### config.mk
export PLATFORM = sky130hd
export DESIGN_NAME = lpms_top
export DESIGN_NICKNAME = d
export VERILOG_FILES = /design/src/hdl/lpms_pkg.sv /design/src/hdl/lpms_rst_if.sv /design/src/hdl/lpms_ram.sv /design/src/hdl/lpms_rstgen.sv /design/src/hdl/lpms_top.sv
export SDC_FILE = /design/constraint.sdc
export NUM_CORES = 2
export LEC_CHECK = 0
export BUFFER_PORTS_ARGS = -buffer_cell sky130_fd_sc_hd__buf_2
export CAP_MARGIN = 20
export CORE_ASPECT_RATIO = 1.25
export CORE_UTILIZATION = 25
export CTS_CLUSTER_DIAMETER = 150
export DETAILED_ROUTE_END_ITERATION = 10
export GPL_ROUTABILITY_DRIVEN = 0
export MAX_ROUTING_LAYER = met4
export PLACE_DENSITY = 0.46
export SYNTH_ARGS = -nofsm -noshare
export SYNTH_HDL_FRONTEND = slang
export SYNTH_SLANG_ARGS = --single-unit
### constraint.sdc
create_clock -name pclk -period 3.2 [get_ports pclk]
set_clock_uncertainty 0.1 [all_clocks]
set_input_delay 0.8 -clock pclk [delete_from_list [all_inputs] [get_ports pclk]]
set_output_delay 0.8 -clock pclk [all_outputs]
set_load 0.005 [all_outputs]
### src/hdl/lpms_pkg.sv
// constants and types shared by the low power mode sequencer
package lpms_pkg;

    // ------------------------------------------------------------
    // bus and register map
    // ------------------------------------------------------------
    localparam int ADDR_W = 12;
    localparam int DATA_W = 32;
    localparam logic [11:0] OFF_SYS_CTRL = 12'h000;
    localparam logic [11:0] OFF_RST_CAUSE = 12'h004;
    localparam logic [11:0] OFF_CLK_SETUP = 12'h008;
    localparam logic [11:0] OFF_TRIM1 = 12'h00C;
    localparam logic [11:0] OFF_TRIM2 = 12'h010;
    localparam logic [11:0] OFF_MODE = 12'h014;
    localparam logic [11:0] OFF_IRQ_ST = 12'h018;
    localparam logic [11:0] OFF_IRQ_MASK = 12'h01C;
    localparam int RAM_SEL_BIT = 11;

    // ------------------------------------------------------------
    // field positions and reset values
    // ------------------------------------------------------------
    localparam int SC_SLEEP_ALLOW = 7;
    localparam int SC_PCFG_ALLOW = 6;
    localparam int SC_BUSERR_EN = 5;
    localparam int SC_WD_EN = 4;
    localparam logic [7:0] SC_MASK = 8'hF0;
    localparam logic [7:0] SC_STICKY = 8'h10;
    localparam int RC_SLEEP_REQ = 7;
    localparam int RC_SLEPT = 6;
    localparam int RC_BUSERR = 5;
    localparam int RC_WD = 4;
    localparam int RC_PORTA = 3;
    localparam logic [7:0] RC_MASK = 8'h78;
    localparam int CS_EXT_CLK = 7;
    localparam int CS_RC_BIAS = 6;
    localparam int CS_XTAL_EN = 5;
    localparam int CS_RC_EN = 4;
    localparam int CS_DIV_LO = 0;
    localparam int CS_DIV_W = 3;
    localparam logic [7:0] CS_MASK = 8'hF7;
    localparam logic [7:0] CLK_SETUP_RST = 8'h10;
    localparam logic [2:0] CPU_DIV_RST = 3'h0;
    localparam logic [7:0] TRIM_RST = 8'h00;
    localparam logic [15:0] CPU_BOOT_ADDR = 16'h0000;
    localparam int RAM_BYTES = 512;
    localparam int RAM_AW = 9;

    // ------------------------------------------------------------
    // interrupt status bits
    // ------------------------------------------------------------
    localparam int IRQ_W = 4;
    localparam int IRQ_STBY_WAKE = 0;
    localparam int IRQ_PORTA = 1;
    localparam int IRQ_WD = 2;
    localparam int IRQ_BUSERR = 3;

    typedef enum logic [1:0] {MODE_ACTIVE, MODE_STANDBY, MODE_SLEEP} lpms_mode_t;

endpackage

### src/hdl/lpms_rst_if.sv
// reset request and distributed reset signals between core and generator
`timescale 1ns/1ps
`default_nettype none
interface lpms_rst_if;
    logic cold;
    logic other;
    logic pcfg_allow;
    logic in_sleep;
    logic global_n;
    logic pconf_n;
    logic sleep_n;
    logic cold_n;
    modport core (output cold, output other, output pcfg_allow, output in_sleep,
        input global_n, input pconf_n, input sleep_n, input cold_n);
    modport gen (input cold, input other, input pcfg_allow, input in_sleep,
        output global_n, output pconf_n, output sleep_n, output cold_n);
endinterface
`default_nettype wire

### src/hdl/lpms_ram.sv
// data ram, byte wide, no reset on the array
`timescale 1ns/1ps
`default_nettype none
module lpms_ram
    import lpms_pkg::*;
#(
    parameter int DEPTH = RAM_BYTES,
    parameter int AW = RAM_AW
)
(
    input wire logic pclk,
    input wire logic we,
    input wire logic [AW-1:0] addr,
    input wire logic [7:0] wdata,
    output logic [7:0] rdata
);
    logic [7:0] mem [DEPTH];

    // contents undefined until software writes them
    always_ff @(posedge pclk)
    begin
        if (we)
        begin
            mem[addr] <= wdata;
        end
        rdata <= mem[addr];
    end
endmodule
`default_nettype wire

### src/hdl/lpms_rstgen.sv
// generator of the cold, global, port-config and sleep resets
`timescale 1ns/1ps
`default_nettype none
module lpms_rstgen
    import lpms_pkg::*;
(
    input wire logic pclk,
    input wire logic presetn,
    lpms_rst_if.gen rif
);
    typedef struct packed {
        logic global_n;
        logic pconf_n;
        logic sleep_n;
        logic cold_n;
    } lpms_rg_t;

    lpms_rg_t s;
    lpms_rg_t n;

    always_comb
    begin
        n.cold_n = !rif.cold;
        n.global_n = !(rif.cold || rif.other);
        n.pconf_n = !(rif.cold || (rif.other && rif.pcfg_allow));
        n.sleep_n = !(rif.cold || rif.in_sleep);
    end

    always_ff @(posedge pclk or negedge presetn)
    begin
        if (!presetn)
        begin
            s <= '0;
        end
        else
        begin
            s <= n;
        end
    end

    assign rif.global_n = s.global_n;
    assign rif.pconf_n = s.pconf_n;
    assign rif.sleep_n = s.sleep_n;
    assign rif.cold_n = s.cold_n;
endmodule
`default_nettype wire

### src/hdl/lpms_top.sv
// low power mode sequencer: modes, reset sources, registers and data ram
//
// Decided for this implementation: the address map and register access over APB.
`timescale 1ns/1ps
`default_nettype none
module lpms_top
    import lpms_pkg::*;
#(
    parameter int RAM_DEPTH = RAM_BYTES
)
(
    input wire logic pclk,
    input wire logic presetn,
    input wire logic psel,
    input wire logic penable,
    input wire logic pwrite,
    input wire logic [ADDR_W-1:0] paddr,
    input wire logic [DATA_W-1:0] pwdata,
    output logic [DATA_W-1:0] prdata,
    output logic pready,
    output logic pslverr,
    input wire logic ext_reset_n_pin,
    input wire logic port_a_wake_reset,
    input wire logic wd_expired,
    input wire logic bus_error,
    input wire logic cpu_halt,
    input wire logic irq_req,
    input wire logic event_req,
    output logic rst_cold_n,
    output logic rst_global_n,
    output logic rst_pconf_n,
    output logic rst_sleep_n,
    output logic cpu_run,
    output logic cpu_resume,
    output logic clk_run,
    output logic periph_run,
    output logic rc_en,
    output logic xtal_en,
    output logic ext_clk_en,
    output logic rc_bias,
    output logic [CS_DIV_W-1:0] cpu_div,
    output logic [7:0] rc_trim_first,
    output logic [7:0] rc_trim_second,
    output logic [15:0] cpu_boot_addr,
    output logic [1:0] mode_state,
    output logic irq
);
    // ------------------------------------------------------------
    // state
    // ------------------------------------------------------------
    typedef struct packed {
        logic [1:0] rst_sy;
        logic [1:0] pa_sy;
        lpms_mode_t mode;
        logic [7:0] system_control_reg;
        logic [7:0] reset_cause_reg;
        logic [7:0] clock_setup_reg;
        logic [7:0] trim1;
        logic [7:0] trim2;
        logic [IRQ_W-1:0] irq_st;
        logic [IRQ_W-1:0] irq_mask;
        logic [DATA_W-1:0] rdata;
        logic rd_ram;
        logic resume;
    } lpms_core_t;

    localparam lpms_core_t CORE_RST = '{
        rst_sy: '1,
        pa_sy: '0,
        mode: MODE_ACTIVE,
        system_control_reg: '0,
        reset_cause_reg: '0,
        clock_setup_reg: CLK_SETUP_RST,
        trim1: TRIM_RST,
        trim2: TRIM_RST,
        irq_st: '0,
        irq_mask: '0,
        rdata: '0,
        rd_ram: 1'b0,
        resume: 1'b0
    };

    lpms_core_t s_r;
    lpms_core_t s_nxt;

    function automatic logic is_at(input logic [ADDR_W-1:0] a, input logic [ADDR_W-1:0] off);
        return a == off;
    endfunction

    // ------------------------------------------------------------
    // bus decode
    // ------------------------------------------------------------
    logic setup;
    logic access;
    logic wr;
    logic hit_ram;
    logic hit_reg;
    logic cold;
    logic pa_wake;
    logic glob_other;
    logic sleep_go;
    logic [DATA_W-1:0] reg_rd;
    logic [7:0] ram_q;

    assign setup = psel && !penable;
    assign access = psel && penable;
    assign wr = access && pwrite;
    assign hit_ram = paddr[RAM_SEL_BIT] && (paddr[1:0] == 2'h0);
    assign hit_reg = is_at(paddr, OFF_SYS_CTRL) || is_at(paddr, OFF_RST_CAUSE)
        || is_at(paddr, OFF_CLK_SETUP) || is_at(paddr, OFF_TRIM1)
        || is_at(paddr, OFF_TRIM2) || is_at(paddr, OFF_MODE)
        || is_at(paddr, OFF_IRQ_ST) || is_at(paddr, OFF_IRQ_MASK);

    // ------------------------------------------------------------
    // reset sources
    // ------------------------------------------------------------
    assign cold = !s_r.rst_sy[1];
    assign pa_wake = s_r.pa_sy[1];
    // in sleep only port A, besides a cold reset, may raise a global reset
    assign glob_other = pa_wake || ((s_r.mode != MODE_SLEEP) &&
        ((wd_expired && s_r.system_control_reg[SC_WD_EN])
        || (bus_error && s_r.system_control_reg[SC_BUSERR_EN])));
    assign sleep_go = wr && is_at(paddr, OFF_RST_CAUSE) && pwdata[RC_SLEEP_REQ]
        && s_r.system_control_reg[SC_SLEEP_ALLOW] && (s_r.mode != MODE_SLEEP);

    // ------------------------------------------------------------
    // register read mux
    // ------------------------------------------------------------
    always_comb
    begin
        reg_rd = '0;
        if (is_at(paddr, OFF_SYS_CTRL))
            reg_rd = DATA_W'(s_r.system_control_reg);
        else if (is_at(paddr, OFF_RST_CAUSE))
            reg_rd = DATA_W'(s_r.reset_cause_reg & RC_MASK);
        else if (is_at(paddr, OFF_CLK_SETUP))
            reg_rd = DATA_W'(s_r.clock_setup_reg);
        else if (is_at(paddr, OFF_TRIM1))
            reg_rd = DATA_W'(s_r.trim1);
        else if (is_at(paddr, OFF_TRIM2))
            reg_rd = DATA_W'(s_r.trim2);
        else if (is_at(paddr, OFF_MODE))
            reg_rd = DATA_W'(s_r.mode);
        else if (is_at(paddr, OFF_IRQ_ST))
            reg_rd = DATA_W'(s_r.irq_st);
        else if (is_at(paddr, OFF_IRQ_MASK))
            reg_rd = DATA_W'(s_r.irq_mask);
    end

    // ------------------------------------------------------------
    // next state
    // ------------------------------------------------------------
    always_comb
    begin
        s_nxt = s_r;
        s_nxt.resume = 1'b0;
        s_nxt.rst_sy = {s_r.rst_sy[0], ext_reset_n_pin};
        s_nxt.pa_sy = {s_r.pa_sy[0], port_a_wake_reset};
        if (setup)
        begin
            s_nxt.rdata = reg_rd;
            s_nxt.rd_ram = hit_ram;
        end
        // software writes
        if (wr && is_at(paddr, OFF_SYS_CTRL))
            s_nxt.system_control_reg = (pwdata[7:0] & SC_MASK)
                | (s_r.system_control_reg & SC_STICKY);
        if (wr && is_at(paddr, OFF_RST_CAUSE))
            s_nxt.reset_cause_reg = s_r.reset_cause_reg & ~(pwdata[7:0] & RC_MASK);
        if (wr && is_at(paddr, OFF_CLK_SETUP))
            s_nxt.clock_setup_reg = pwdata[7:0] & CS_MASK;
        if (wr && is_at(paddr, OFF_TRIM1))
            s_nxt.trim1 = pwdata[7:0];
        if (wr && is_at(paddr, OFF_TRIM2))
            s_nxt.trim2 = pwdata[7:0];
        if (wr && is_at(paddr, OFF_IRQ_MASK))
            s_nxt.irq_mask = pwdata[IRQ_W-1:0];
        if (wr && is_at(paddr, OFF_IRQ_ST))
            s_nxt.irq_st = s_r.irq_st & ~pwdata[IRQ_W-1:0];
        // mode sequencing
        unique case (s_r.mode)
            MODE_ACTIVE:
            begin
                if (sleep_go)
                    s_nxt.mode = MODE_SLEEP;
                else if (cpu_halt)
                    s_nxt.mode = MODE_STANDBY;
            end
            MODE_STANDBY:
            begin
                if (irq_req || event_req)
                begin
                    s_nxt.mode = MODE_ACTIVE;
                    s_nxt.resume = 1'b1;
                    s_nxt.irq_st[IRQ_STBY_WAKE] = 1'b1;
                end
            end
            MODE_SLEEP:
            begin
                s_nxt.mode = MODE_SLEEP;
            end
        endcase
        // flag set wins over a software clear
        if (sleep_go || (s_r.mode == MODE_SLEEP))
            s_nxt.reset_cause_reg[RC_SLEPT] = 1'b1;
        // warm reset: cold-only bits stay, divider and mode return
        if (glob_other)
        begin
            s_nxt.mode = MODE_ACTIVE;
            s_nxt.resume = 1'b0;
            s_nxt.clock_setup_reg[CS_DIV_LO +: CS_DIV_W] = CPU_DIV_RST;
            if (pa_wake)
            begin
                s_nxt.reset_cause_reg[RC_PORTA] = 1'b1;
                s_nxt.irq_st[IRQ_PORTA] = 1'b1;
            end
            if (wd_expired && s_r.system_control_reg[SC_WD_EN])
            begin
                s_nxt.reset_cause_reg[RC_WD] = 1'b1;
                s_nxt.irq_st[IRQ_WD] = 1'b1;
            end
            if (bus_error && s_r.system_control_reg[SC_BUSERR_EN])
            begin
                s_nxt.reset_cause_reg[RC_BUSERR] = 1'b1;
                s_nxt.irq_st[IRQ_BUSERR] = 1'b1;
            end
        end
        if (cold)
        begin
            s_nxt = CORE_RST;
            s_nxt.rst_sy = {s_r.rst_sy[0], ext_reset_n_pin};
            s_nxt.pa_sy = {s_r.pa_sy[0], port_a_wake_reset};
        end
    end

    always_ff @(posedge pclk or negedge presetn)
    begin
        if (!presetn)
        begin
            s_r <= CORE_RST;
        end
        else
        begin
            s_r <= s_nxt;
        end
    end

    // ------------------------------------------------------------
    // reset distribution
    // ------------------------------------------------------------
    lpms_rst_if rif ();

    assign rif.cold = cold;
    assign rif.other = glob_other;
    assign rif.pcfg_allow = s_r.system_control_reg[SC_PCFG_ALLOW];
    assign rif.in_sleep = (s_r.mode == MODE_SLEEP);

    lpms_rstgen u_rstgen (
        .pclk(pclk),
        .presetn(presetn),
        .rif(rif)
    );

    // ------------------------------------------------------------
    // data ram
    // ------------------------------------------------------------
    lpms_ram #(.DEPTH(RAM_DEPTH), .AW(RAM_AW)) u_ram (
        .pclk(pclk),
        .we(wr && hit_ram),
        .addr(paddr[RAM_AW+1:2]),
        .wdata(pwdata[7:0]),
        .rdata(ram_q)
    );

    // ------------------------------------------------------------
    // outputs
    // ------------------------------------------------------------
    assign pready = 1'b1;
    assign pslverr = access && !hit_reg && !hit_ram;
    assign prdata = s_r.rd_ram ? DATA_W'(ram_q) : s_r.rdata;
    assign rst_cold_n = rif.cold_n;
    assign rst_global_n = rif.global_n;
    assign rst_pconf_n = rif.pconf_n;
    assign rst_sleep_n = rif.sleep_n;
    assign cpu_run = (s_r.mode == MODE_ACTIVE) && rif.global_n;
    assign cpu_resume = s_r.resume;
    assign clk_run = (s_r.mode != MODE_SLEEP);
    assign periph_run = (s_r.mode != MODE_SLEEP);
    assign rc_en = s_r.clock_setup_reg[CS_RC_EN] && clk_run;
    assign xtal_en = s_r.clock_setup_reg[CS_XTAL_EN] && clk_run;
    assign ext_clk_en = s_r.clock_setup_reg[CS_EXT_CLK];
    assign rc_bias = s_r.clock_setup_reg[CS_RC_BIAS];
    assign cpu_div = s_r.clock_setup_reg[CS_DIV_LO +: CS_DIV_W];
    assign rc_trim_first = s_r.trim1;
    assign rc_trim_second = s_r.trim2;
    assign cpu_boot_addr = CPU_BOOT_ADDR;
    assign mode_state = s_r.mode;
    assign irq = |(s_r.irq_st & s_r.irq_mask);
endmodule
`default_nettype wire

# Yosys cells after proc, flatten, opt, wreduce, memory -nomap -nowiden
# Memories as Yosys holds them, arrays and structs flattened. A register that Yosys moved wholly into a read port is not among the register bits.
# Cells that the tools add are included.
# classes
eq_ne,21
mux,40
n_bitwise,6
reduce_logical,50
# op_table
op,n
two-way mux 84 bit,1
two-way mux 8 bit,10
"== test 12 x 5 -> 1 bit, second input constant",4
two-way mux 33 bit,1
two-way mux 32 bit,1
"== test 12 x 4 -> 1 bit, second input constant",2
logical AND 1 bit,24
two-way mux 4 bit,5
logical OR 1 bit,14
two-way mux 1 bit,14
"!= test 2 x 1 -> 1 bit, second input constant",7
"== test 12 x 3 -> 1 bit, second input constant",1
logical NOT 12 bit,1
two-way mux 3 bit,3
AND 4 bit,2
AND 8 bit,1
two-way mux 2 bit,4
inverter 7 -> 8 bit,1
bitwise OR 8 x 5 -> 8 bit,1
logical NOT 1 bit,7
"!= test 3 x 1 -> 1 bit, second input constant",2
case mux 2 bit (3 select lines),1
"!= test 5 x 4 -> 1 bit, second input constant",1
logical NOT 2 bit,2
7 further kinds,7
# word_totals
register_bits,92
ram_bits,4096
input_bits,56
out_inout_bits,84
elab_cells,138
mem_count,1
# mem_list
memory,words,word_bits,read_ports,rd_clocked_by_memory_dff,write_ports,line,text
u_ram.mem,512,8,1,1,1,lpms_ram.sv:17,logic [7:0] mem [DEPTH];

# Logic depth before layout (Yosys ltp)
# depth
ltp_word,11
ltp_mapped,15
ltp_nobuf,7

# By module
# From an unflattened synthesis, not the netlist that was laid out.
# unflattened
cells_unflattened,7987
area_unflattened_um2,161999.1
# modules_own_cells
module,instances,cells_per_inst,area_per_inst_um2,seq_area_each_um2
lpms_ram,1,7575,158359.4,123158.1
lpms_top,1,404,3519.6,1380.1
lpms_rstgen,1,8,120.1,100.1

# Worst setup path before layout
# No wires, ideal clock.
# synth_path
path_kind,input port to flip-flop
startpoint,input port paddr[3]
endpoint,"memory u_ram.mem[68][0], enable pin"
setup_ns,0.370
t_arrival_ns,3.278
required_time_ns,2.730
setup_slack_ns,-0.549
cell_stages,12
n_path_buf,9
path_cell_list,buf_4 buf_2 buf_2 buf_4 buf_2 buf_4 buf_2 buf_2 nor3_1 nand2_1 clkbuf_1 nor2_1
# synth_lines
element,line,text
start: declaration,lpms_top.sv:17,"input wire logic [ADDR_W-1:0] paddr,"
end: declaration,lpms_ram.sv:17,
# No word-level cell before the write port.

==> impl_metrics.py <==
metrics = {
    "drt": {
        "ant_nets": 0,
        "wl_um": 561000,
        "wire_per_inst_um": 30.2,
        "drcViolationCount": 0,
        "drtPass1Iterations": 8,
        "via_per_inst": 4.65,
        "drt_iter0_markers": 8417,
        "via_count": 86300,
    },
    "sta": {
        "fin_crit_ns": 3.37,
        "setup_viol": 5,
        "hold_slack_ns": 0.0856,
        "finalHoldViolCount": 0,
        "slew-limit-headroom_pct": 29.8,
        "rsz0062_at_grt": "yes",
        "max_freq_ghz": 0.297,
        "worst_slack_ns": -0.166,
        "slew_violations": 0,
        "period_share_pct": 105,
        "max_slew.worst_pin.slew_ns": 1.05,
    },
    "placement": {
        "place_hpwl_um": 394000,
        "io_buffers": 74,
        "place_area_um2": 192000,
    },
    "setup_path": {
        "cp-end-kind": "flop",
        "worst-r2r-setup-slack_ns": -0.04,
        "worstSetupStartpoint": "paddr[3]",
        "cpPeakStageDelay_ns": 0.39,
        "cp_data_required_time_ns": 4.01,
        "cpMaxStageDelayCell": "buf_4",
        "cp_common_cell": "buf_4",
        "cpLargestDelayFamily": "buffers and inverters",
        "cp_max_fo": 25,
        "arrival_ns": 4.17,
        "reg2reg_depth": 8,
        "timing.rr.start": "u_ram.mem[219][5]",
        "critPathKind": "in -> reg",
        "path_cells": "bufbuf_16 > buf_16 > buf_4 > buf_4 > mux4_2 > mux2i_1 > buf_4 > o22ai_1 > o21ai_1 > buf_4 > nand4_1 > buf_4 > or3_1",
        "crit_buf_inv": 7,
        "cp-start-kind": "input port",
        "rr_endpoint": "u_ram.rdata[5]",
    },
    "floorplan": {
        "die-area_um2": 653000,
        "start_util_pct": 25.1,
        "die_w_um": 723,
        "fp-row-count": 330,
        "die_h_um": 903,
        "ios": 140,
        "core_area_um2": 647000,
    },
    "power_and_ir_drop": {
        "p_switching_mw": 26.1,
        "p_clk_share_pct": 42.8,
        "p_leak_nw": 67.5,
        "share_seq_of_total_power_pct": 51.1,
        "peakVddDrop_uv": 426,
        "internal-power_mw": 91.2,
        "power.total_mw": 117,
        "switching_share_pct": 22.3,
        "power.density_nw_per_um2": 565,
        "pwr-share-comb_pct": 6.1,
    },
    "synthesis": {
        "avgSynthCellArea_um2": 21.3,
        "yosysWarnings": 0,
        "yosys.cell_types.count": 72,
        "yosys-top-cells-area": "edfxtp_1 (76%), mux4_2 (14%), mux2i_1 (2.0%)",
        "postSynth.asyncResetShare_pct": 1.42,
        "synthFlopType": "edfxtp_1",
        "synth_cells": 7636,
        "yosysTopAreaCell": "edfxtp_1",
        "synth-seq-cells": 4163,
        "netlist_area_um2": 162000,
        "synth.most_common_cell": "edfxtp_1",
        "ys_seq_area_share_pct": 76.7,
        "synth.top_cell.area_share_pct": 75.7,
        "synth_edf_count": 4096,
        "synth_commonest_cells": "edfxtp_1 (4096), mux4_2 (1037), nor2_1 (578)",
    },
    "clocking": {
        "cts-root-buf": "clkbuf_16",
        "clkTransAtPathRegs_ns": 0.07,
        "cts_tree": "yes",
        "clock_path_buffers": 4,
        "clock_sinks": 4163,
        "cts_max_level": 5,
        "clk_latency_ns": 1.05,
        "cts_buffers": 412,
    },
    "flow_run": {
        "maxCapViolCount": 0,
    },
    "min_path": {
        "whs_endpoint": "cpu_resume",
        "min_path_type": "in -> reg",
        "min_from": "event_req",
        "hold_depth": 3,
    },
    "layout": {
        "drive_gt1_share_pct": 40.7,
        "synthToLayoutAreaGrowth_pct": 27.8,
        "fin_nets": 9639,
        "finalInstanceArea_um2": 208000,
        "final_util_pct": 32.1,
    },
    "global_route": {
        "grt_max_degree": 142,
        "grt.overflow.total": 0,
        "grt_usage_pct": 17.3,
        "grt_pass1_vias": 90600,
        "grt_pass1_wl_um": 770000,
        "antenna_found_initial": 32,
    },
    "outcome": {
        "violations": "negative setup slack",
        "status": "complete, but fails checks",
    },
}
[flip-flops by register name, summed over array words and instances (netlist names)]
signal	flops
rc_trim_first	8
ext_clk_en	1
u_ram.mem	4096
rc_trim_second	8
rc_bias	1
pa_wake	1
u_ram.rdata	8
cpu_resume	1
cpu_div	3
u_rstgen.rif.sleep_n	1
u_rstgen.rif.cold_n	1
u_rstgen.rif.global_n	1
mode_state	2
rif.pcfg_allow	1
u_rstgen.rif.pconf_n	1
s_r	29
[placed cells by master (no fill, tap or decap), drive strengths merged, types with 24 or more instances in the layout]
cell type / count
buf: 2002
mux4: 1037
nor2: 578
bufinv: 54
clkbuf: 496
nor3: 37
nand4: 24
nand2: 236
clkinv: 173
dfrtp: 56
mux2: 37
conb: 41
edfxtp: 4096
a32oi: 32
nor2b: 57
a22oi: 75
nand3: 88
mux2i: 328
o21ai: 50
a21oi: 58
inv: 24
o22ai: 52
[metrics by stage]
| step | cells | setup TNS (ns) | setup slack (ns) |
|---|---|---|---|
| 6_report | 18600 | -0.199 | -0.166 |
| 5_1_grt | 18600 | -0.165 | -0.154 |
| 4_1_cts | 18500 | -0.148 | -0.111 |
| 3_5_place_dp | 17700 | -2576.02 | -1.84 |
| 3_3_place_gp | 17700 | -2577.45 | -2.03 |
| 2_1_floorplan | 7675 | -939.35 | -0.435 |
[metal layers]
layer / wire [um] / share of wire, % / global-route usage, % / vias up
met1: 218000 / 39 / 20.5 / 47200
li1: - / - / - / 35600
met3: 25800 / 4.6 / 1.88 / 723
met5: 0 / 0 / - / -
met4: 23800 / 4.2 / 6.06 / 0
met2: 294000 / 52 / 30.6 / 2672
[worst min-delay path, delay by kind of cell]
| family | cells | cell delay (ns) |
|---|---|---|
| buffers and inverters | 1 | 0.09 |
| AOI/OAI and AO/OA | 1 | 0.15 |
| and+or+nand+nor | 1 | 0.13 |
[cells by family after synthesis]
family / share of synthesized area [%]
flops: 76.7
mux: 16.7
simple gates: 2.92
buf+inv: 1.77
compound gates: 1.88
fa+ha+maj: 0.0231
other cells: 0.00462
[power groups by stage]
stage | logic, mW | registers (mW) | clock network [mW]
floorplan | 2.79 | 61.1 | 0
global placement | 6.95 | 61.1 | 0
detailed placement | 7.04 | 61.1 | 0
CTS | 7.24 | 60.0 | 51.2
global route | 7.42 | 59.9 | 52.9
finish | 7.15 | 60.0 | 50.2
[what timing repair did]
action / in CTS / in global routing
cloned: 9 / 2
endpoints found under the hold margin: 75 / 0
hold buffers: 10 / 0
setup buffers: 26 / 8
gates resized for setup: 100 / 40
endpoints found under the setup margin: 11 / 9
pin swaps: 15 / 6
[worst max path at each step]
stage | slack (ns) | endpoint | depth (start not counted)
after CTS | -0.11 | u_ram.rdata[5] | 8
final | -0.17 | u_ram.rdata[5] | 13
after floorplan | -0.44 | u_ram.rdata[1] | 10
after detailed placement | -1.84 | u_ram.rdata[6] | 13
after global routing | -0.15 | u_ram.rdata[5] | 8
after global placement | -2.03 | u_ram.rdata[5] | 11
[layout make-up]
cell class,instances,area (um^2)
repair buffers,2020,21100
fillers,61800,439000
clock inverters,261,3020
multi-input cells,2972,37100
inverters,11,62.6
diodes,10,25.0
flip-flops and latches,4163,125000
clock buffers,494,10800
well taps,8632,10800
Power figures use the tool's default switching activity.
